--- config.mk ---
export PLATFORM = sky130hd
export DESIGN_NAME = bpc_branch_ctrl
export DESIGN_NICKNAME = d
export VERILOG_FILES = /design/src/hdl/bpc_pkg.sv /design/src/hdl/bpc_branch_ctrl.sv /design/src/hdl/bpc_bht_mem.sv
export SDC_FILE = /design/constraint.sdc
export NUM_CORES = 1
export LEC_CHECK = 0
export BUFFER_PORTS_ARGS = -buffer_cell sky130_fd_sc_hd__buf_2
export CAP_MARGIN = 15
export CORE_MARGIN = 2
export CORE_UTILIZATION = 43
export DETAILED_ROUTE_END_ITERATION = 6
export PLACE_DENSITY_LB_ADDON = 0.2
export SYNTH_ARGS = -nofsm -noshare
export SYNTH_HDL_FRONTEND = slang
export SYNTH_SLANG_ARGS = --single-unit
--- constraint.sdc ---
create_clock -name sys_clk -period 2.55 [get_ports sys_clk]
set_input_delay 0.3825 -clock sys_clk [delete_from_list [all_inputs] [get_ports sys_clk]]
set_output_delay 0.3825 -clock sys_clk [all_outputs]
set_load 0.02 [all_outputs]
--- src/hdl/bpc_pkg.sv ---
// ************************************************************
// Shared constants for the branch prediction control block.
// ************************************************************
package bpc_pkg;

	// Address and table geometry.
	localparam int          ADDR_W      = 32;
	localparam int          BHT_IDX_W   = 6;
	localparam int          BHT_DEPTH   = 64;
	localparam int          BHT_CTR_W   = 2;
	localparam int          BHT_IDX_LSB = 2;

	// Two-bit saturating counter encodings; the upper bit is the direction.
	localparam logic [1:0]  BHT_RESET_VAL = 2'h1;
	localparam logic [1:0]  BHT_MAX       = 2'h3;
	localparam logic [1:0]  BHT_MIN       = 2'h0;
	localparam logic [1:0]  BHT_ONE       = 2'h1;

	// Values after reset of the forwarded special registers and addresses, and the count decrement step.
	localparam logic [31:0] CNT_RESET_VAL  = 32'h0000_0000;
	localparam logic [31:0] CNT_ONE        = 32'h0000_0001;
	localparam logic [31:0] ADDR_RESET_VAL = 32'h0000_0000;

	// Cycles from compare execution to the flag, and from the flag to restart.
	localparam int          MISP_FLAG_CYC    = 1;
	localparam int          MISP_RESTART_CYC = 1;

	// Sequencer states, Gray coded along idle, lookup, wait, restart.
	typedef enum logic [1:0] {
		BPC_IDLE    = 2'b00,
		BPC_LOOKUP  = 2'b01,
		BPC_WAIT    = 2'b11,
		BPC_RESTART = 2'b10
	} bpc_state_t;

endpackage

--- src/hdl/bpc_branch_ctrl.sv ---
`timescale 1ns/1ps
// How it works
// RL1: A wrong guess is flagged the cycle after its compare; fetch restarts the cycle after.
// RL2: Once the loop count register is loaded, a count-only branch ignores all predictors.
// RL3: Count-register loop exits are always predicted right, with no learned history.
// RL4: A count reaching zero falls through, with no mispredict and no taken bubble.
// RL5: A count move is forwarded to the branch unit long before the move completes.
// RL6: A count or link move forwards once in complex integer unit station 0 with source ready.
// RL7: With dynamic prediction off, the opcode hint decides and the table is not used.
// RL8: With dynamic prediction on, counters learn a branch's usual direction and re-adapt.
// RL9: A mostly taken loop branch is predicted taken, so each loop exit mispredicts.
// RL10: On a mispredict, wrong-path work is flushed before fetch resumes at the right address.
module bpc_branch_ctrl (
	input  wire logic        sys_clk,
	input  wire logic        reset,
	input  wire logic        cfg_dyn_pred_en,
	input  wire logic        br_valid,
	input  wire logic [31:0] br_pc,
	input  wire logic [31:0] br_target,
	input  wire logic [31:0] br_fallthru,
	input  wire logic        br_hint,
	input  wire logic        br_is_count,
	output logic             br_ready,
	output logic             pred_valid,
	output logic             pred_taken,
	output logic             pred_exact,
	output logic      [31:0] pred_addr,
	input  wire logic        cmp_valid,
	input  wire logic        cmp_taken,
	output logic             mispredict,
	output logic             flush,
	output logic             restart_valid,
	output logic      [31:0] restart_addr,
	input  wire logic        mv_dispatch,
	input  wire logic        mv_dispatch_link,
	input  wire logic        mv_in_rs0,
	input  wire logic        mv_src_ready,
	input  wire logic        mv_is_link,
	input  wire logic [31:0] mv_src,
	output logic             count_valid,
	output logic      [31:0] count_value,
	output logic             link_fwd_valid,
	output logic      [31:0] link_fwd_value
);

	// ************************************************************
	// State.
	// ************************************************************
	typedef struct packed {
		bpc_pkg::bpc_state_t           st;
		logic                          br_ready;
		logic                          pred_valid;
		logic                          pred_taken;
		logic                          pred_exact;
		logic [31:0]                   pred_addr;
		logic                          mispredict;
		logic                          flush;
		logic                          restart_valid;
		logic [31:0]                   restart_addr;
		logic                          cnt_ok;
		logic [31:0]                   cnt_val;
		logic                          link_ok;
		logic [31:0]                   link_val;
		logic                          is_count;
		logic                          hint;
		logic [31:0]                   target;
		logic [31:0]                   fallthru;
		logic                          taken_q;
		logic [bpc_pkg::BHT_CTR_W-1:0] old_ctr;
		logic [bpc_pkg::BHT_IDX_W-1:0] idx;
		logic                          upd_en;
		logic [bpc_pkg::BHT_IDX_W-1:0] upd_idx;
		logic [bpc_pkg::BHT_CTR_W-1:0] upd_ctr;
	} bpc_ctl_t;

	bpc_ctl_t                      s_r;
	bpc_ctl_t                      s_nxt;
	logic [bpc_pkg::BHT_CTR_W-1:0] bht_rdata;
	logic [bpc_pkg::BHT_IDX_W-1:0] rd_idx;
	logic                          fwd_cnt;
	logic                          fwd_link;
	logic                          accept;
	logic [31:0]                   cnt_dec;

	// A count that lands on zero ends the loop.
	localparam logic [31:0] CNT_ZERO = 32'h0000_0000;

	assign br_ready       = s_r.br_ready;
	assign pred_valid     = s_r.pred_valid;
	assign pred_taken     = s_r.pred_taken;
	assign pred_exact     = s_r.pred_exact;
	assign pred_addr      = s_r.pred_addr;
	assign mispredict     = s_r.mispredict;
	assign flush          = s_r.flush;
	assign restart_valid  = s_r.restart_valid;
	assign restart_addr   = s_r.restart_addr;
	assign count_valid    = s_r.cnt_ok;
	assign count_value    = s_r.cnt_val;
	assign link_fwd_valid = s_r.link_ok;
	assign link_fwd_value = s_r.link_val;

	// ************************************************************
	// History table.
	// ************************************************************
	assign rd_idx = br_pc[bpc_pkg::BHT_IDX_LSB +: bpc_pkg::BHT_IDX_W];

	bpc_bht_mem u_bht (
		.sys_clk (sys_clk),
		.reset   (reset),
		.rd_idx  (rd_idx),
		.rd_data (bht_rdata),
		.wr_en   (s_r.upd_en),
		.wr_idx  (s_r.upd_idx),
		.wr_data (s_r.upd_ctr)
	);

	// Forwarding is decided here, not at completion, so a waiting loop branch
	// can go long before the serialized move retires.
	assign fwd_cnt  = mv_in_rs0 && mv_src_ready && !mv_is_link; // see RL6
	assign fwd_link = mv_in_rs0 && mv_src_ready && mv_is_link;  // see RL6
	assign cnt_dec  = s_r.cnt_val - bpc_pkg::CNT_ONE;
	// A count branch waits while the count is stale or about to change.
	assign accept   = br_valid && s_r.br_ready &&
		(!br_is_count || (s_r.cnt_ok && !fwd_cnt && !mv_dispatch)); // see RL2

	// ************************************************************
	// Sequencer.
	// ************************************************************
	// Pulses default low; the forwarded registers update first and a newly
	// dispatched move then invalidates the copy, since it is younger.
	always_comb begin
		s_nxt               = s_r;
		s_nxt.pred_valid    = 1'b0;
		s_nxt.mispredict    = 1'b0;
		s_nxt.flush         = 1'b0;
		s_nxt.restart_valid = 1'b0;
		s_nxt.upd_en        = 1'b0;
		if (fwd_cnt) begin
			s_nxt.cnt_val = mv_src; // see RL5
			s_nxt.cnt_ok  = 1'b1;
		end
		if (fwd_link) begin
			s_nxt.link_val = mv_src;
			s_nxt.link_ok  = 1'b1;
		end
		if (mv_dispatch) begin
			s_nxt.cnt_ok = 1'b0;
		end
		if (mv_dispatch_link) begin
			s_nxt.link_ok = 1'b0;
		end
		case (s_r.st)
			bpc_pkg::BPC_IDLE: begin
				if (accept) begin
					s_nxt.st       = bpc_pkg::BPC_LOOKUP;
					s_nxt.br_ready = 1'b0;
					s_nxt.is_count = br_is_count;
					s_nxt.hint     = br_hint;
					s_nxt.target   = br_target;
					s_nxt.fallthru = br_fallthru;
					s_nxt.idx      = rd_idx;
					if (br_is_count) begin
						// Direction is exact from the count itself.
						s_nxt.cnt_val = cnt_dec;                // see RL2
						s_nxt.taken_q = (cnt_dec != CNT_ZERO);  // see RL3
					end
				end
			end
			bpc_pkg::BPC_LOOKUP: begin
				s_nxt.pred_valid = 1'b1;
				if (s_r.is_count) begin
					// Every count pass, taken or final, is exact and needs no check later.
					s_nxt.st         = bpc_pkg::BPC_IDLE;
					s_nxt.br_ready   = 1'b1;
					s_nxt.pred_exact = 1'b1;
					s_nxt.pred_taken = s_r.taken_q;                          // see RL4
					s_nxt.pred_addr  = s_r.taken_q ? s_r.target : s_r.fallthru; // see RL4
				end else begin
					s_nxt.st         = bpc_pkg::BPC_WAIT;
					s_nxt.pred_exact = 1'b0;
					s_nxt.old_ctr    = bht_rdata;
					// Counter bit 1 wins for dynamic, opcode hint for static.
					s_nxt.taken_q    = cfg_dyn_pred_en ? bht_rdata[1] : s_r.hint; // see RL7
					s_nxt.pred_taken = s_nxt.taken_q;                              // see RL9
					s_nxt.pred_addr  = s_nxt.taken_q ? s_r.target : s_r.fallthru;
				end
			end
			bpc_pkg::BPC_WAIT: begin
				if (cmp_valid) begin
					// Training only when dynamic prediction is on.
					s_nxt.upd_en  = cfg_dyn_pred_en; // see RL7
					s_nxt.upd_idx = s_r.idx;
					s_nxt.upd_ctr = sat_step(s_r.old_ctr, cmp_taken); // see RL8
					if (cmp_taken != s_r.taken_q) begin
						s_nxt.st           = bpc_pkg::BPC_RESTART;
						s_nxt.mispredict   = 1'b1; // see RL1
						s_nxt.flush        = 1'b1; // see RL10
						s_nxt.restart_addr = cmp_taken ? s_r.target : s_r.fallthru;
					end else begin
						s_nxt.st       = bpc_pkg::BPC_IDLE;
						s_nxt.br_ready = 1'b1;
					end
				end
			end
			default: begin
				// Restart one cycle after the flush has cleared the wrong path.
				s_nxt.st            = bpc_pkg::BPC_IDLE;
				s_nxt.br_ready      = 1'b1;
				s_nxt.restart_valid = 1'b1; // see RL1
			end
		endcase
	end

	// Saturating two-bit counter step; two wrong outcomes flip a strong entry.
	function automatic logic [1:0] sat_step(input logic [1:0] c, input logic up);
		logic [1:0] r;
		r = c;
		if (up && (c != bpc_pkg::BHT_MAX)) begin
			r = c + bpc_pkg::BHT_ONE;
		end else if (!up && (c != bpc_pkg::BHT_MIN)) begin
			r = c - bpc_pkg::BHT_ONE;
		end
		return r;
	endfunction

	// State register.
	always_ff @(posedge sys_clk) begin
		if (reset) begin
			s_r              <= '0;
			s_r.st           <= bpc_pkg::BPC_IDLE;
			s_r.br_ready     <= 1'b1;
			s_r.cnt_val      <= bpc_pkg::CNT_RESET_VAL;
			s_r.pred_addr    <= bpc_pkg::ADDR_RESET_VAL;
			s_r.restart_addr <= bpc_pkg::ADDR_RESET_VAL;
			s_r.old_ctr      <= bpc_pkg::BHT_RESET_VAL;
			s_r.upd_ctr      <= bpc_pkg::BHT_RESET_VAL;
		end else begin
			s_r <= s_nxt;
		end
	end

	logic misp_ev;
	logic cnt_acc;
	assign misp_ev = (s_r.st == bpc_pkg::BPC_WAIT) && cmp_valid && (cmp_taken != s_r.taken_q);
	assign cnt_acc = accept && br_is_count && (s_r.st == bpc_pkg::BPC_IDLE);
endmodule

--- src/hdl/bpc_bht_mem.sv ---
`timescale 1ns/1ps
// ************************************************************
// Branch history table: counters with a registered read port.
// ************************************************************
module bpc_bht_mem (
	input  wire logic                          sys_clk,
	input  wire logic                          reset,
	input  wire logic [bpc_pkg::BHT_IDX_W-1:0] rd_idx,
	output logic      [bpc_pkg::BHT_CTR_W-1:0] rd_data,
	input  wire logic                          wr_en,
	input  wire logic [bpc_pkg::BHT_IDX_W-1:0] wr_idx,
	input  wire logic [bpc_pkg::BHT_CTR_W-1:0] wr_data
);

	typedef struct packed {
		logic [bpc_pkg::BHT_DEPTH-1:0][bpc_pkg::BHT_CTR_W-1:0] cnt;
		logic [bpc_pkg::BHT_DEPTH-1:0]                          vld;
		logic [bpc_pkg::BHT_CTR_W-1:0]                          rdata;
	} bpc_bht_t;

	bpc_bht_t m_r;
	bpc_bht_t m_nxt;

	assign rd_data = m_r.rdata;

	// An entry never written since reset reads as the reset counter, so a reset
	// clears the table in one cycle without sweeping every entry.
	always_comb begin
		m_nxt = m_r;
		for (int i = 0; i < bpc_pkg::BHT_DEPTH; i++) begin
			if (wr_en && (wr_idx == i[bpc_pkg::BHT_IDX_W-1:0])) begin
				m_nxt.cnt[i] = wr_data;
				m_nxt.vld[i] = 1'b1;
			end
		end
		// A read of the entry being written sees the new value.
		if (wr_en && (wr_idx == rd_idx)) begin
			m_nxt.rdata = wr_data;
		end else if (m_r.vld[rd_idx]) begin
			m_nxt.rdata = m_r.cnt[rd_idx];
		end else begin
			m_nxt.rdata = bpc_pkg::BHT_RESET_VAL;
		end
	end

	// State register.
	always_ff @(posedge sys_clk) begin
		if (reset) begin
			m_r.cnt   <= '0;
			m_r.vld   <= '0;
			m_r.rdata <= bpc_pkg::BHT_RESET_VAL;
		end else begin
			m_r <= m_nxt;
		end
	end

endmodule

Yosys cells after proc, flatten, opt, wreduce, memory -nomap -nowiden
Cells that the tools add are included.
{ "word_totals": {"register_bits": 417, "input_bits": 141} }
{ "classes": {"n_addsub": 3, "order_cmp": 1, "n_eq_ne": 74, "n_mux": 31, "bitwise": 3, "n_reduce_logical": 96} }
{ "ops": {"columns": ["cell", "count"], "rows": [
  ["2-to-1 mux 32 bit", 7],
  ["== test 6 bit, second input constant", 32],
  ["== test 6 x 5 -> 1 bit, second input constant", 16],
  ["logical AND 1 bit", 74],
  ["== test 6 x 4 -> 1 bit, second input constant", 8],
  ["2-to-1 mux 35 bit", 1],
  ["2-to-1 mux 34 bit", 1],
  ["nonzero test 32 bit", 1],
  ["subtractor 32 x 1 -> 32 bit, second input constant", 1],
  ["== test 6 x 3 -> 1 bit, second input constant", 4],
  ["2-to-1 mux 2 bit", 8],
  ["inequality test 2 bit, second input constant", 7],
  ["binary-select mux 2 bit (select 6 bit)", 1],
  ["== test 6 x 2 -> 1 bit, second input constant", 2],
  ["2-to-1 mux 3 bit", 3],
  ["one-hot mux 3 bit (3 select lines)", 1],
  ["AND reduction 2 bit", 4],
  ["AND reduction 4 bit", 2],
  ["less-than comparator 6 x 7 -> 1 bit, second input constant", 1],
  ["2-to-1 mux 1 bit", 7],
  ["binary-select mux 1 bit (select 6 bit)", 1],
  ["== test 6 x 1 -> 1 bit, second input constant", 1],
  ["== test 6 bit", 1],
  ["zero test 6 bit", 1],
  ["other kinds (14)", 23]
]} }

Longest topological paths before layout
{ "logic_depth": {"word_depth": 9, "mapped_depth": 10} }

By module
Synthesis repeated with hierarchy kept, for this count alone.
{ "hier_totals": {"cells_unflattened": 2318, "area_unflattened_um2": 19100.8} }
{ "by_module_without_submodules": {"columns": ["mod", "n_inst", "cells_per_inst", "area_per_inst_um2", "seq_area_each_um2"], "rows": [
  ["bpc_branch_ctrl", 1, 1271, 10307.4, 4444.3],
  ["bpc_bht_mem", 1, 1047, 8793.4, 3883.7]
]} }

Worst setup path after synthesis
OpenSTA, ideal clock, no wires.
{ "synth_path": {"path_type": "register to register", "startpoint": "register s_r, in the netlist count_value[8]", "endpoint": "register s_r, in the netlist count_value[31]", "setup_ns": 0.074, "arrival_time_ns": 2.365, "required_ns": 2.476, "slack_ns": 0.111, "path_stages_with_launch": 9, "path_cell_list": "dfxtp_1 buf_6 nor3_4 nand3_2 or4_1 buf_2 or3_1 or4_1 a31oi_1"} }
{ "synth_via": {"elab_chain_len": 4} }
{ "synth_rtl": {"columns": ["element", "line", "source"], "rows": [
  ["start, declared", "bpc_branch_ctrl.sv:76", "bpc_ctl_t s_r;"],
  ["start signal, assigned", "bpc_branch_ctrl.sv:238", "s_r <= s_nxt;"],
  ["subtractor 32 x 1 -> 32 bit", "bpc_branch_ctrl.sv:121", "assign cnt_dec = s_r.cnt_val - bpc_pkg::CNT_ONE;"],
  ["2-to-1 mux 32 bit", "bpc_branch_ctrl.sv:162", "if (br_is_count) begin"],
  ["2-to-1 mux 32 bit", "bpc_branch_ctrl.sv:154", "if (accept) begin"],
  ["2-to-1 mux 32 bit", "bpc_branch_ctrl.sv:152", "case (s_r.st)"]
]} }
Every way passes these cells.
A chain may end at the register's enable or synchronous reset.

Worst setup path in the final report
{ "layout_path": {"startpoint": "register s_r, in the netlist count_value[17]", "endpoint": "register s_r, in the netlist count_value[31]"} }
Same word-level chain as after synthesis.

==> impl_metrics.json <==
{
  "grt_pass1_vias": 15200,
  "cp_slowest_cell": "or4_1",
  "hold_viol": 0,
  "cts_made_buffers": 46,
  "core_area_um2": 43100,
  "critPathBufInv": 0,
  "ff2ff_path_depth": 6,
  "max_freq_ghz": 0.418,
  "clk_latency_ns": 0.58,
  "viasPerCell": 5.45,
  "clockBufferDepth": 3,
  "synth_edf_count": 0,
  "end_kind": "register",
  "avgSynthCellArea_um2": 8.29,
  "rsz0062_at_grt": "no",
  "ctsHtreeMaxLevel": 2,
  "clock-sinks": 416,
  "grt_start_max_net_pins": 134,
  "min_delay_path_depth": 3,
  "root_buffer": "clkbuf_16",
  "synth_seq_cells": 416,
  "routedWlPerCell_um": 17.7,
  "critPathMostFrequentCell": "or4_1",
  "setup_viol": 0,
  "place_congestion": 0.879,
  "port_buffers": 251,
  "vdd.ir_drop.worst_mv": 0.426,
  "fin_crit_sh": 0.938,
  "path_delay_family": "simple AND/OR/NAND/NOR gates",
  "critical_path_arrival_ns": 2.90,
  "synth.area.top_cells": "dfxtp_1 44%, nand2_1 8.6%, a21oi_1 8.0%",
  "drtIter0Drc": 1253,
  "cts_tree": "done",
  "synth_top_area_frac": 0.444,
  "hold_slack_ns": 0.0381,
  "clk_pin_slew_worst_paths_ns": 0.06,
  "r2r_start": "count_value[17]",
  "ant_nets": 0,
  "hold_path_end": "s_r[26]",
  "cp_max_fo": 4,
  "dieHeight_um": 213,
  "drv_slew": 0,
  "drc": 0,
  "crit_chain": "nor4_1 > nand3_2 > or4_1 > or3_1 > or4_1 > a31oi_1",
  "fin_nets": 2488,
  "post-place-cells": 2878,
  "cts_setup_buffers": 0,
  "netlist_area_um2": 18700,
  "p_leak_nw": 8.29,
  "power.share.clock": 0.466,
  "async_flop_share": 0,
  "die_w_um": 213,
  "status": "complete, no violations",
  "dr.pass1.iters": 5,
  "critPathKind": "reg -> reg",
  "io_pins": 278,
  "yosysMostFrequentCell": "nand2_1",
  "initial_core_util": 0.435,
  "die_area_um2": 45300,
  "layout_min_cycle_time_ns": 2.39,
  "hold_path.class": "in -> reg",
  "slowest_delay_ns": 0.56,
  "p_switching_w": 0.00371,
  "slew_headroom": 0.443,
  "ys_types": 68,
  "start_kind": "register",
  "synth_area_leader_cell": "dfxtp_1",
  "antenna_found_initial": 4,
  "syn_to_final_growth_pct": 15.4,
  "syn_nets": 2408,
  "drive_gt1_frac": 0.215,
  "wl_um": 52500,
  "num_vias": 16200,
  "reg2reg_slack_ns": 0.16,
  "clock_skew_ns": 0.0185,
  "grt_use_total": 0.226,
  "r2r-end": "count_value[31]",
  "grt_pass1_wl_um": 81700,
  "power_frac_comb": 0.090,
  "worst-path-stages": 6,
  "syn_inst": 2263,
  "grt.overflow.total": 0,
  "dpl.hpwl_um": 35100,
  "cp.required_ns": 3.06,
  "worstHoldStart": "br_fallthru[8]",
  "final_util": 0.502,
  "worst_pin_slew_ns": 0.835,
  "p_int_w": 0.0115,
  "maxCapViolCount": 0,
  "n_fill_cell": 4119,
  "ys_seq_area_frac": 0.444,
  "ys_top_cells_by_count": "430 x nand2_1, 416 x dfxtp_1, 301 x a21oi_1",
  "power_density_nw_per_um2": 704,
  "rows": 76,
  "pwr-share-seq": 0.444,
  "synth_warnings": 0,
  "synth_ff_type": "dfxtp_1",
  "layout.cells.non_filler": 2967,
  "swShare": 0.244
}
layout make-up:
| class | count | area [um2] | area share |
|---|---|---|---|
| clock buffer | 61 | 1310 | 0.0605 |
| sequential | 416 | 8330 | 0.385 |
| tap | 585 | 732 | 0.0338 |
| timing repair buffer | 347 | 2140 | 0.0990 |
| multi-input combinational | 1520 | 8750 | 0.404 |
| clock inverter | 23 | 328 | 0.0151 |
| inverter | 12 | 45.0 | 0.00208 |
| antenna | 3 | 7.51 | 0.000347 |
metrics by stage:
step                total power, W  setup slack, ns  area (um2)  setup TNS (ns)
floorplan                  0.00784            0.111       18700               0
global placement           0.00825           -0.193       20000          -0.193
detailed placement         0.00827           -0.227       20000          -0.255
CTS                         0.0154            0.177       21600               0
global route                0.0158           0.0468       21600               0
finish                      0.0152            0.159       21600               0
worst max-delay path by stage:
stage	from	end	slack [ns]
finish	count_value[17]	count_value[31]	0.16
global route	count_value[12]	count_value[31]	0.05
floorplan	count_value[8]	count_value[31]	0.11
detailed placement	br_pc[3]	u_bht.rd_data[1]	-0.23
CTS	count_value[17]	count_value[31]	0.18
global placement	br_pc[3]	u_bht.rd_data[1]	-0.19
per-layer routing:
metal  vias up  GRT usage  wire length [um]
li1       7866          -                 -
met1      7738      0.307             23700
met2       481      0.370             24400
met3        80     0.0347              3100
met4         0     0.0697              1230
met5         -          0                 0
worst register-to-register path: cells and delay by family, from the launching register on:
family | cells | cell delay, ns
simple gates | 5 | 1.81
flops | 1 | 0.35
compound gates | 1 | 0.17
flip-flops by register name, indices dropped and copies added, names as in the netlist, 2 cells and up:
register / flops
u_bht.m_r: 192
s_r: 86
count_value: 32
link_fwd_value: 32
pred_addr: 32
restart_addr: 32
u_bht.rd_data: 2
cells by family after synthesis:
| group | count (synthesis) | share of synthesized area |
|---|---|---|
| DFF | 416 | 0.444 |
| and+or+nand+nor | 877 | 0.199 |
| xor gates and xnor gates | 14 | 0.00654 |
| muxes | 134 | 0.103 |
| adders and majority gates | 4 | 0.00267 |
| buffers and inverters | 327 | 0.0925 |
| AOI/OAI and AO/OA | 491 | 0.152 |
repair_timing:
action,CTS,global route
hold endpoints to repair,2,0
setup endpoints to repair,0,2
hold buffers,2,0
gates resized for setup,0,2
cell usage in the layout (no fill, tap or decap), drive strengths merged, types with 8 or more instances in the layout:
cell type | netlist | routed
a211oi | 69 | 69
a21oi | 301 | 301
a221oi | 8 | 8
a31oi | 10 | 10
buf | 151 | 345
clkbuf | 164 | 61
dfxtp | 416 | 416
inv | 12 | 15
mux2 | 10 | 10
mux2i | 78 | 78
mux4 | 46 | 46
nand2 | 431 | 431
nand2b | 9 | 9
nand3 | 107 | 107
nor2 | 232 | 232
nor3 | 29 | 29
nor4 | 14 | 14
o21ai | 51 | 51
or2 | 9 | 9
power by group through the flow:
stage          Sequential, W  Clock (W)  Combinational [W]
5_1_grt              0.00678    0.00751            0.00150
2_1_floorplan        0.00688          0           0.000953
6_report             0.00676    0.00709            0.00137
4_1_cts              0.00676    0.00724            0.00137
3_3_place_gp         0.00690          0            0.00135
3_5_place_dp         0.00690          0            0.00136
(Power assumes the default switching activity.)
